File: src/smsp_pkg.sv
package smsp_pkg;
  // avalon byte offsets, one word each
  localparam logic [4:0] OFF_STATUS   = 5'h00;
  localparam logic [4:0] OFF_CONTROL  = 5'h04;
  localparam logic [4:0] OFF_BUFFER   = 5'h08;
  localparam logic [4:0] OFF_IRQ_ST   = 5'h0C;
  localparam logic [4:0] OFF_IRQ_MASK = 5'h10;
  // status field positions
  localparam int STAT_SMP  = 7;
  localparam int STAT_CKE  = 6;
  localparam int STAT_STOP = 4;
  localparam int STAT_BF   = 0;
  // irq status / mask bit positions
  localparam int IRQ_DONE = 0;
  localparam int IRQ_WRITE_COLLISION_FLAG = 1;
  localparam int IRQ_OVF  = 2;
  // reset values
  localparam logic [7:0] CONTROL_RST = 8'h00;
  localparam logic [7:0] BUFFER_RST  = 8'h00;
  localparam logic [2:0] MASK_RST    = 3'h0;
  // mode select encodings
  localparam logic [3:0] MODE_DIV4   = 4'h0;
  localparam logic [3:0] MODE_DIV16  = 4'h1;
  localparam logic [3:0] MODE_DIV64  = 4'h2;
  localparam logic [3:0] MODE_TIMER2_OUTPUT   = 4'h3;
  localparam logic [3:0] MODE_SLV_SS = 4'h4;
  localparam logic [3:0] MODE_SLV_NS = 4'h5;
  // master half periods of the serial clock, in clock cycles
  localparam logic [5:0] HALF_DIV4  = 6'h02;
  localparam logic [5:0] HALF_DIV16 = 6'h08;
  localparam logic [5:0] HALF_DIV64 = 6'h20;
  // bit and tick counts of one word
  localparam logic [3:0] LAST_BIT  = 4'h7;
  localparam logic [4:0] SCK_EDGES = 5'h10;
  localparam logic [4:0] END_TICK  = 5'h11;
  // control register layout
  typedef struct packed {
    logic       write_collision_flag;
    logic       ovf;
    logic       en;
    logic       clock_idle_polarity;
    logic [3:0] mode;
  } smsp_ctl_s;
  // master clock engine
  typedef enum logic [0:0] {ST_IDLE, ST_RUN} smsp_state_e;
endpackage

File: src/smsp_top.sv
`timescale 1ns/1ps
// Functional notes
// - one 8-bit word, full duplex per transfer
// - all four polarity and edge combinations
// - data out, data in, clock; select
// - full byte copied to buffer, flag set
// - buffer write loads buffer and shifter
// - shifter reached only through the buffer
// - status top two bits writable, rest read-only
// - sample phase: end or middle, master
// - edge select picks the transmit edge
// - buffer full flag tracks received word
// - stop-seen bit cleared when port disabled
// - two-wire status bits unused here
// - mode field picks clock source, slave
// - polarity bit sets serial clock idle
// - busy write ignored, collision flag sticks
// - shift most significant bit first
module smsp_top #(
  parameter int WORD_W = 8
) (
  input  wire logic        clock,
  input  wire logic        rst_n,
  input  wire logic [4:0]  address,
  input  wire logic        read,
  input  wire logic        write,
  input  wire logic [31:0] writedata,
  input  wire logic [3:0]  byteenable,
  output logic      [31:0] readdata,
  output logic             waitrequest,
  input  wire logic        timer2_output,
  input  wire logic        sck_in,
  output logic             sck_out,
  output logic             sck_oe_n,
  input  wire logic        sdi_in,
  output logic             sdo_out,
  output logic             sdo_oe_n,
  input  wire logic        ss_n_in,
  output logic             irq
);
  // the shifter and counters are built for bytes only
  if (WORD_W != 8) begin : g_chk
    $error("WORD_W must be 8");
  end

  logic               rst_m_ff;    // reset release stage 1
  logic               rst_s_n;     // released reset copy
  logic               sck_m_ff;    // pin sync stage 1
  logic               sck_s_ff;    // pin sync stage 2
  logic               sck_d_ff;    // previous synced clock
  logic               sdi_m_ff;
  logic               sdi_s_ff;
  logic               ss_m_ff;
  logic               ss_s_ff;     // synced select, low active
  smsp_pkg::smsp_ctl_s ctl_ff;     // control register
  logic               smp_ff;      // input sample phase
  logic               cke_ff;      // clock edge select
  logic               stop_ff;     // stop-seen, never set here
  logic               bf_ff;       // buffer full flag
  logic [7:0]         buf_ff;      // serial buffer
  logic [7:0]         sr_ff;       // serial shift register
  logic [3:0]         bit_cnt_ff;  // bits sampled so far
  logic [4:0]         tick_ff;     // master ticks done
  logic [5:0]         div_ff;      // master rate divider
  smsp_pkg::smsp_state_e state_ff;
  logic [2:0]         irq_st_ff;   // sticky events
  logic [2:0]         irq_mask_ff; // event enables
  logic [31:0]        nxt_rdata;
  logic [7:0]         nxt_word;    // shifter plus incoming bit
  logic [5:0]         half;
  logic [4:0]         tcur;        // number of the pending tick

  // reset: asynchronous assert, two-flop release
  always_ff @(posedge clock or negedge rst_n) begin
    if (!rst_n) begin
      rst_m_ff <= 1'b0;
      rst_s_n  <= 1'b0;
    end else begin
      rst_m_ff <= 1'b1;
      rst_s_n  <= rst_m_ff;
    end
  end

  // pin synchronisers; stage 1 feeds stage 2 only
  always_ff @(posedge clock or negedge rst_s_n) begin
    if (!rst_s_n) begin
      sck_m_ff <= 1'b0;
      sck_s_ff <= 1'b0;
      sck_d_ff <= 1'b0;
      sdi_m_ff <= 1'b0;
      sdi_s_ff <= 1'b0;
      ss_m_ff  <= 1'b1;
      ss_s_ff  <= 1'b1;
    end else begin
      sck_m_ff <= sck_in;
      sck_s_ff <= sck_m_ff;
      sck_d_ff <= sck_s_ff;
      sdi_m_ff <= sdi_in;
      sdi_s_ff <= sdi_m_ff;
      ss_m_ff  <= ss_n_in;
      ss_s_ff  <= ss_m_ff;
    end
  end

  // decode of bus, mode and link events
  wire acc     = (read | write) & ~waitrequest;
  wire wr      = acc & write & byteenable[0];
  wire rd      = acc & read;
  wire wr_stat = wr & (address == smsp_pkg::OFF_STATUS);
  wire wr_ctl  = wr & (address == smsp_pkg::OFF_CONTROL);
  wire wr_buf  = wr & (address == smsp_pkg::OFF_BUFFER);
  wire wr_ist  = wr & (address == smsp_pkg::OFF_IRQ_ST);
  wire wr_msk  = wr & (address == smsp_pkg::OFF_IRQ_MASK);
  wire rd_buf  = rd & (address == smsp_pkg::OFF_BUFFER);
  wire master  = (ctl_ff.mode[3:2] == 2'b00);
  wire slave   = (ctl_ff.mode == smsp_pkg::MODE_SLV_SS) |
                 (ctl_ff.mode == smsp_pkg::MODE_SLV_NS);
  wire active  = ctl_ff.en & (master | slave);
  // select high abandons a slave word in MODE_SLV_SS only
  wire ss_off  = (ctl_ff.mode == smsp_pkg::MODE_SLV_SS) & ss_s_ff;
  wire slv_go  = active & slave & ~ss_off;
  wire run     = (state_ff == smsp_pkg::ST_RUN);
  wire busy    = run | (bit_cnt_ff != 4'h0);
  // collision flag also holds off further loads
  wire load    = wr_buf & ~busy & ~ctl_ff.write_collision_flag;
  wire collide = wr_buf & busy;
  wire s_edge  = sck_s_ff ^ sck_d_ff;
  wire s_lead  = s_edge & (sck_s_ff != ctl_ff.clock_idle_polarity);
  wire s_trail = s_edge & (sck_s_ff == ctl_ff.clock_idle_polarity);
  wire m_tick  = run & ((ctl_ff.mode == smsp_pkg::MODE_TIMER2_OUTPUT) ?
                 timer2_output : (div_ff == half - 6'h01));
  wire m_odd   = m_tick & tcur[0];
  wire m_even  = m_tick & ~tcur[0];
  wire m_sck   = tcur <= smsp_pkg::SCK_EDGES;
  // late sampling needs one tick past the last edge
  wire m_s_ok  = (tcur <= (smp_ff ? smsp_pkg::END_TICK : smsp_pkg::SCK_EDGES)) &
                 ~(smp_ff & (tcur == 5'h01));
  wire sample  = master ?
                 (active & ((cke_ff ^ smp_ff) ? m_odd : m_even) & m_s_ok) :
                 (slv_go & (cke_ff ? s_lead : s_trail));
  wire xmit    = master ? (active & (cke_ff ? m_even : m_odd) & m_sck) :
                 (slv_go & (cke_ff ? s_trail : s_lead));
  wire done    = sample & (bit_cnt_ff == smsp_pkg::LAST_BIT);
  // slave word lost when the buffer is still unread
  wire ovf_set = done & slave & bf_ff & ~rd_buf;

  assign tcur     = tick_ff + 5'h01;
  assign nxt_word = {sr_ff[6:0], sdi_s_ff};

  // master half period from the mode field
  always_comb begin
    unique case (ctl_ff.mode)
      smsp_pkg::MODE_DIV16: half = smsp_pkg::HALF_DIV16;
      smsp_pkg::MODE_DIV64: half = smsp_pkg::HALF_DIV64;
      default:              half = smsp_pkg::HALF_DIV4;
    endcase
  end

  // control register; hardware set wins over clear
  always_ff @(posedge clock or negedge rst_s_n) begin
    if (!rst_s_n) begin
      ctl_ff <= smsp_pkg::CONTROL_RST;
    end else begin
      if (wr_ctl) begin
        ctl_ff <= writedata[7:0];
      end
      if (collide) begin
        ctl_ff.write_collision_flag <= 1'b1;
      end
      if (ovf_set) begin
        ctl_ff.ovf <= 1'b1;
      end
    end
  end

  // status: only the top two bits take writes
  always_ff @(posedge clock or negedge rst_s_n) begin
    if (!rst_s_n) begin
      smp_ff  <= 1'b0;
      cke_ff  <= 1'b0;
      stop_ff <= 1'b0;
    end else begin
      if (wr_stat) begin
        smp_ff <= writedata[smsp_pkg::STAT_SMP];
        cke_ff <= writedata[smsp_pkg::STAT_CKE];
      end
      if (!ctl_ff.en) begin
        stop_ff <= 1'b0;
      end
    end
  end

  // buffer full: set by a word, cleared by a buffer read
  always_ff @(posedge clock or negedge rst_s_n) begin
    if (!rst_s_n) begin
      bf_ff <= 1'b0;
    end else if (done & ~ovf_set) begin
      bf_ff <= 1'b1;
    end else if (rd_buf) begin
      bf_ff <= 1'b0;
    end
  end

  // shift engine: one shifter for both directions
  always_ff @(posedge clock or negedge rst_s_n) begin
    if (!rst_s_n) begin
      sr_ff      <= smsp_pkg::BUFFER_RST;
      buf_ff     <= smsp_pkg::BUFFER_RST;
      bit_cnt_ff <= 4'h0;
      sdo_out    <= 1'b0;
    end else if (load) begin
      sr_ff  <= writedata[7:0];
      buf_ff <= writedata[7:0];
      if (cke_ff) begin
        sdo_out <= writedata[7];
      end
    end else if (!active || ss_off) begin
      bit_cnt_ff <= 4'h0;
    end else begin
      if (sample) begin
        sr_ff      <= nxt_word;
        bit_cnt_ff <= done ? 4'h0 : bit_cnt_ff + 4'h1;
        if (done && !ovf_set) begin
          buf_ff <= nxt_word;
        end
      end
      // a shift in the same tick already moved the next bit up
      if (xmit) begin
        sdo_out <= sample ? sr_ff[6] : sr_ff[7];
      end
    end
  end

  // master engine: 16 clock edges plus one late-sample tick
  always_ff @(posedge clock or negedge rst_s_n) begin
    if (!rst_s_n) begin
      state_ff <= smsp_pkg::ST_IDLE;
      tick_ff  <= 5'h00;
      div_ff   <= 6'h00;
    end else if (!active) begin
      state_ff <= smsp_pkg::ST_IDLE;
      tick_ff  <= 5'h00;
      div_ff   <= 6'h00;
    end else if (load && master) begin
      state_ff <= smsp_pkg::ST_RUN;
      tick_ff  <= 5'h00;
      div_ff   <= 6'h00;
    end else if (run) begin
      if (m_tick) begin
        div_ff  <= 6'h00;
        tick_ff <= tcur;
        if (tcur == smsp_pkg::END_TICK) begin
          state_ff <= smsp_pkg::ST_IDLE;
        end
      end else begin
        div_ff <= div_ff + 6'h01;
      end
    end
  end

  // serial clock out: idles at the polarity level
  always_ff @(posedge clock or negedge rst_s_n) begin
    if (!rst_s_n) begin
      sck_out <= 1'b0;
    end else if (m_tick && m_sck) begin
      sck_out <= ~sck_out;
    end else if (!run) begin
      sck_out <= ctl_ff.clock_idle_polarity;
    end
  end

  // pin drivers; enables low while driving
  always_ff @(posedge clock or negedge rst_s_n) begin
    if (!rst_s_n) begin
      sck_oe_n <= 1'b1;
      sdo_oe_n <= 1'b1;
    end else begin
      sck_oe_n <= ~(active & master);
      sdo_oe_n <= ~(active & (master | ~ss_off));
    end
  end

  // sticky events, write one to clear, set wins
  always_ff @(posedge clock or negedge rst_s_n) begin
    if (!rst_s_n) begin
      irq_st_ff   <= 3'h0;
      irq_mask_ff <= smsp_pkg::MASK_RST;
      irq         <= 1'b0;
    end else begin
      irq_st_ff <= (irq_st_ff & ~(wr_ist ? writedata[2:0] : 3'h0)) |
                   {ovf_set, collide, done};
      if (wr_msk) begin
        irq_mask_ff <= writedata[2:0];
      end
      irq <= |(irq_st_ff & irq_mask_ff);
    end
  end

  // read mux; the two-wire status bits read zero
  always_comb begin
    nxt_rdata = 32'h0000_0000;
    unique case (address)
      smsp_pkg::OFF_STATUS:   nxt_rdata[7:0] = {smp_ff, cke_ff, 1'b0, stop_ff, 3'h0, bf_ff};
      smsp_pkg::OFF_CONTROL:  nxt_rdata[7:0] = ctl_ff;
      smsp_pkg::OFF_BUFFER:   nxt_rdata[7:0] = buf_ff;
      smsp_pkg::OFF_IRQ_ST:   nxt_rdata[2:0] = irq_st_ff;
      smsp_pkg::OFF_IRQ_MASK: nxt_rdata[2:0] = irq_mask_ff;
      default:                nxt_rdata = 32'h0000_0000;
    endcase
  end

  // avalon slave: waitrequest drops one cycle after a request
  always_ff @(posedge clock or negedge rst_s_n) begin
    if (!rst_s_n) begin
      waitrequest <= 1'b1;
      readdata    <= 32'h0000_0000;
    end else begin
      waitrequest <= ~((read | write) & waitrequest);
      if (read && waitrequest) begin
        readdata <= nxt_rdata;
      end
    end
  end
endmodule

File: config.mk
export PLATFORM = sky130hd
export DESIGN_NAME = smsp_top
export DESIGN_NICKNAME = d
export VERILOG_FILES = /design/src/smsp_pkg.sv /design/src/smsp_top.sv
export SDC_FILE = /design/constraint.sdc
export NUM_CORES = 1
export LEC_CHECK = 0
export ABC_CLOCK_PERIOD_IN_PS = 4100
export CAP_MARGIN = 20
export CORE_UTILIZATION = 48
export DETAILED_ROUTE_END_ITERATION = 8
export DONT_BUFFER_PORTS = 1
export RECOVER_POWER = 50
export SLEW_MARGIN = 20
export SYNTH_ARGS = -nofsm -noshare
export SYNTH_HDL_FRONTEND = slang
export SYNTH_SLANG_ARGS = --single-unit
File: constraint.sdc
create_clock -name clock -period 4.1 [get_ports clock]
set_clock_uncertainty 0.1 [all_clocks]
set_input_delay 0 -clock clock [delete_from_list [all_inputs] [get_ports clock]]
set_output_delay 0 -clock clock [all_outputs]
set_load 0.005 [all_outputs]
Yosys cells after proc, flatten, opt, wreduce, memory -nomap -nowiden
Index checks and enable logic that the tools add are counted.

storage, ports and cells
  bits in latches = 0
  bits in writable memories = 0
  logic and storage cells = 190
  bits of input ports = 49
  memory bits (read-only) = 0
  memories = 0
  register bits after elaboration = 72
  output and inout port bits = 38

cells by class
  add/sub/neg operators = 4
  divide/modulo/power cells = 0
  shift-type cells = 0
  mux-type cells = 47
  magnitude comparators = 2
  multiply operators = 0
  eq/ne operators = 20
  bitwise operators = 62
  reduce and logical (&&, ||, !) cells = 23

operator list
  kind                   number
  $mux W8                8
  $and A1 B1 Y1          38
  $mux W1                24
  $mux W6                4
  $mux W5                4
  $pmux W3 S5            1
  $pmux W5 S3            1
  $reduce_bool A2 Y1     7
  $not A1 Y1             13
  $eq A4 B3 Y1 const B   3
  $mux W4                3
  $pmux W6 S2            1
  $eq A5 B4 Y1 const B   2
  $eq A5 B5 Y1 const B   2
  $eq A4 B2 Y1 const B   2
  $add A6 B1 Y6 const B  1
  $and A3 B3 Y3          2
  $eq A6 B6 Y1           1
  $reduce_and A2 Y1      3
  $reduce_and A3 Y1      2
  $sub A6 B1 Y6 const B  1
  $add A5 B1 Y5 const B  1
  $eq A5 B1 Y1 const B   1
  $eq A5 B3 Y1 const B   1
  22 further kinds       32

Depth between registers and ports, before layout
  depth after elaboration = 21
  depth in mapped cells = 10
  mapped depth without buffers = 9

Worst setup path after synthesis
Ideal clock, no wire load.

  path kind = flip-flop to flip-flop
  start point = reg tick_ff[0]
  end point = reg sdo_out
  buffers on the path = 0
  arrival = 2.170 ns
  setup time = 0.134 ns
  cell stages (with the launch flop) = 9
  slack = 1.696 ns
  clock period less this slack = 2.404 ns
  required time = 3.866 ns
  cell sequence = dfrtp_1 -> inv_2 -> ha_1 -> or4_1 -> a21oi_1 -> a211oi_1 -> or4_1 -> a32oi_1 -> a22oi_1

on the way
  word-level cells in the longest chain between the ends = 11
  elaborated cells between the ends (all ways) = 24
  those cells by class = 1 x add/sub; 2 x order compare; 1 x eq/ne; 8 x mux; 10 x bitwise; 2 x reduce/logical

ends and longest elaborated chain
  element                                                                line             RTL
  start, declared                                                        smsp_top.sv:63   logic [4:0] tick_ff;
  start signal, assigned                                                 smsp_top.sv:251  tick_ff <= tcur;
  $add A5 B1 Y5 (*)                                                      smsp_top.sv:147  assign tcur = tick_ff + 5'h01;
  parallel branches: the longest is 10 deep, another holds $le A5 B5 Y1  --
  end signal, assigned                                                   smsp_top.sv:215  sdo_out <= writedata[7];
  end signal, assigned                                                   smsp_top.sv:229  sdo_out <= sample ? sr_ff[6] : sr_ff[7];
  end, declared                                                          smsp_top.sv:36   output logic sdo_out,

Mark *: on every way between the ends. The select of a mux whose other input is x is not followed.
A chain may end at the register's enable or synchronous reset.

Worst setup path after layout
  start point = reg waitrequest
  end point = reg ctl_ff[7] (netlist bit)

on the way
  word-level cells in the longest chain between the ends = 7
  elaborated cells between the ends (all ways) = 9
  those cells by class = 1 x mux; 7 x bitwise; 1 x reduce/logical

ends and longest elaborated chain
  element                                               line             RTL
  start, declared                                       smsp_top.sv:30   output logic waitrequest,
  start signal, assigned                                smsp_top.sv:318  waitrequest <= ~((read | write) & waitrequest);
  $not A1 Y1 (*)                                        smsp_top.sv:106  wire acc = (read | write) & ~waitrequest;
  $and A1 B1 Y1 (*)                                     smsp_top.sv:106
  $and A1 B1 Y1 (*) (2 in a row)                        smsp_top.sv:107  wire wr = acc & write & byteenable[0];
  $and A1 B1 Y1                                         smsp_top.sv:111  wire wr_buf = wr & (address == smsp_pkg::OFF_BUFFER);
  $and A1 B1 Y1                                         smsp_top.sv:126  wire collide = wr_buf & busy;
  $mux W1 / $reduce_bool A2 Y1 (equally long branches)  --
  end signal, assigned                                  smsp_top.sv:162  ctl_ff <= smsp_pkg::CONTROL_RST;
  end signal, assigned                                  smsp_top.sv:165  ctl_ff <= writedata[7:0];
  end, declared                                         smsp_top.sv:55   smsp_pkg::smsp_ctl_s ctl_ff;

Mark *: on every way between the ends. The rest lies on a longest branch, timed or not.

==> reports/results.tsv <==
stage	metric	value	unit
run_status	status	complete, but fails checks	
run_status	violated checks	max-capacitance violations, max-slew violations	
clock_tree	Resized Gates After CTS	0	
yosys	synthesized area per cell	9.80	um2
route	DR iter-0 viols	207	
route	Initial DRT Pass Iterations	5	
grt	first-pass GRT wire length	14.6	mm
route	Post-DRT Antenna Nets	0	
worst_setup_path	CP max-delay cell	nor3_2	
power	Reg power frac	0.536	
power	static leakage	0.00188	uW
timing	fin crit share	0.786	
clock_tree	CTS sink cnt	72	
timing	Slew @ Worst Pin	1.75	ns
worst_setup_path	Worst setup SP type	flop	
clock_tree	CTS hold repair buffers	25	
power	Clock Power Share	0.382	
die	area of the core	0.00781	mm2
grt	Remaining Overflow, GRT	0	
worst_setup_path	max incr delay on CP	0.73	ns
power	VDD IR-drop max	0.237	mV
timing	Tmin final	3.22	ns
die	Initial Util	0.501	
route	drc violations	0	
cells_and_area	fin util	0.555	
timing	Pins Over Slew Limit	45	
timing	final setup margin	0.878	ns
yosys	Post-Synthesis Cells	399	
yosys	fraction of registers with async set/reset	1.00	
die	I/O Pins	87	
grt	Total Routing Usage GR	0.225	
yosys	number of flops mapped to enable cells by yosys	0	
clock_tree	worst skew pair latency	0.35	ns
worst_setup_path	CP cell instances	nand3b_1 > nor3_2 > mux2i_1 > dlygate4sd3_1 > nand2_1 > dlygate4sd3_1	
placement	GPL Wtd Cong	0.852	
placement	IO buf count	0	
cells_and_area	fillers	700	
cells_and_area	share of cells above drive strength 1	0.124	
power	combinational power share	0.082	
power	Psw	385	uW
placement	pre-CTS setup slack	1.15	ns
clock_tree	clock transition at the registers of the reported paths	0.08	ns
worst_hold_path	Min-Delay Path Class	input port to flop	
clock_tree	CTS tree	done	
worst_setup_path	CP Data Required Time	4.23	ns
yosys	Post-Syn Area	0.00391	mm2
worst_setup_path	crit-path max FO	8	
clock_tree	total CTS buffers	9	
clock_tree	clk root buf	clkbuf_8	
clock_tree	Post-CTS Setup Bufs	0	
worst_setup_path	Worst setup EP type	flop	
grt	antenna violations before repair	0	
route	WL per Instance	16.7	um
die	die width	92.2	um
timing	f_max	310	MHz
yosys	Seq/Total Area, Yosys	0.463	
yosys	Ys Warns	0	
worst_setup_path	Crit Path Category	flop to flop	
job	Max Cap Viol	2	
timing	final hold violation count	0	
die	floorplan row count	32	
yosys	Synth Register Bits	72	
grt	largest net degree at the start of global routing	45	
placement	Final HPWL DP	6.07	mm
grt	vias in the first global route	2799	
clock_tree	H-tree depth	3	
worst_setup_path	CP dominant cell by count	dlygate4sd3_1	
power	Power Internal	1100	uW
die	Vert. Die Dim	92.2	um
timing	RSZ-0062 raised after global routing	no	
cells_and_area	area growth from synthesis to final layout	10.9	%
power	switching part of the total	0.259	
clock_tree	CTS max path bufs	2	
cells_and_area	most frequent cells in the layout	dfrtp_1, nand2_1, nor2_1	
timing	relative slew slack	-0.164	
cells_and_area	commonest non-fill, non-tap cell in the layout	dfrtp_1	
yosys	Synth Flop Type	dfrtp_1	
power	Power Dens Cells	343	mW/mm2
timing	Final setup viols	0	
die	die area	0.00851	mm2
worst_setup_path	Worst EP arrival	3.35	ns
timing	Setup TNS	0	ns
cells_and_area	Nets	477	
route	Vias per Instance	5.67	
cells_and_area	n_diodes	0	
route	routed wire length	8.85	mm
route	vias post-DR	2998	
yosys	distinct cell type count after synthesis	59	
[cell usage after synthesis, drive strengths merged (2+ instances only)]
| library cell | n | area [um2] |
|---|---|---|
| dfrtp | 67 | 1680 |
| nand2 | 59 | 221 |
| buf | 32 | 238 |
| nor2 | 32 | 123 |
| o21ai | 25 | 129 |
| a21oi | 14 | 70.1 |
| mux2 | 12 | 135 |
| mux2i | 12 | 120 |
| nand3 | 10 | 50.1 |
| a211oi | 8 | 75.1 |
| clkbuf | 8 | 30.0 |
| inv | 8 | 30.0 |
| nand2b | 8 | 50.1 |
| nor3 | 8 | 50.1 |
| ha | 6 | 75.1 |
| o211ai | 6 | 70.1 |
| or4 | 6 | 45.0 |
| dfstp | 5 | 131 |
| nand4 | 5 | 31.3 |
| nor2b | 5 | 31.3 |
| nor4 | 5 | 43.8 |
| xor2 | 5 | 43.8 |
| a22o | 4 | 35.0 |
| a22oi | 4 | 30.0 |
| and2 | 4 | 25.0 |
| and3 | 4 | 25.0 |
| xnor2 | 4 | 35.0 |
| a221oi | 3 | 26.3 |
| a222oi | 3 | 30.0 |
| a31oi | 3 | 18.8 |
| nand4b | 3 | 26.3 |
| and4 | 2 | 17.5 |
| conb | 2 | 7.51 |
| nand3b | 2 | 15.0 |
| or3 | 2 | 12.5 |
[logic make-up (layout without fill, tap and decap cells)]
group                      after synthesis  in the layout  synth area share
xor gates and xnor gates                 9              9            0.0202
adders and majority gates                6              6            0.0192
AOI/OAI and AO/OA                       80             80             0.151
muxes                                   24             24            0.0653
buffers and inverters                   48             53            0.0762
and+or+nand+nor                        158            158             0.204
other                                    2             25           0.00192
DFF                                     72             72             0.463
[critical path, delay by kind of cell, from the launching register on]
family / cells / cell delay (ns)
muxes: 1 / 0.26
DFF: 1 / 0.42
and+or+nand+nor: 3 / 1.18
buffers and inverters: 2 / 1.14
[power groups by stage]
| stage | combinational [uW] | sequential [uW] | clock (uW) |
|---|---|---|---|
| 2_1_floorplan | 98.1 | 795 | 0 |
| 3_3_place_gp | 93.9 | 812 | 0 |
| 4_1_cts | 122 | 799 | 582 |
| 3_5_place_dp | 96.2 | 813 | 0 |
| 6_report | 122 | 798 | 568 |
| 5_1_grt | 138 | 806 | 607 |
[state kept, by name (all words and copies together), names as in the netlist, 3 cells and up]
name,cells
sr_ff,8
readdata,8
div_ff,6
tick_ff,5
buf_ff,8
ctl_ff,8
bit_cnt_ff,4
irq_st_ff,3
irq_mask_ff,3
[per-stage QoR]
stage	instances	hold slack, ns	instance area, um2	total power (uW)
after detailed placement	488	-0.396	3890	909
after global placement	488	-0.396	3890	906
after CTS	529	0.00119	4340	1500
after floorplan	422	-0.396	4000	894
after global routing	529	0.0164	4340	1550
final	529	0.0215	4340	1490
[layer usage]
metal,wire length (um),track usage,part of all wire
met1,4270,0.324,0.48
met2,3940,0.328,0.44
met3,508,0.0663,0.057
met4,134,0.0612,0.015
met5,0,0,0
[path summary, 6_finish.rpt]
check | slack (ns) | endpoint | depth (start not counted) | startpoint
setup / recovery | 0.88 | ctl_ff[7] | 6 | waitrequest
hold / removal | 0.02 | div_ff[0] | 4 | timer2_output
setup reg to reg | 0.88 | ctl_ff[7] | 6 | waitrequest
hold reg to reg | 0.25 | sck_s_ff | 0 | sck_m_ff
max in group asynchronous | 1.14 | irq_mask_ff[0] | 1 | rst_s_n
min in group asynchronous | 0.32 | rst_m_ff | 2 | rst_n
[cell type report]
cell class | count | area [um2] | area share
Timing Repair Buffer | 29 | 277 | 0.0638
Tap cell | 102 | 128 | 0.0294
Clock inverter | 5 | 57.6 | 0.0133
Clock buffer | 11 | 141 | 0.0326
Sequential cell | 72 | 1810 | 0.417
Inverter | 8 | 30.0 | 0.00692
Multi-Input combinational cell | 302 | 1900 | 0.437
No activity file was read; power rests on OpenSTA's default activity.
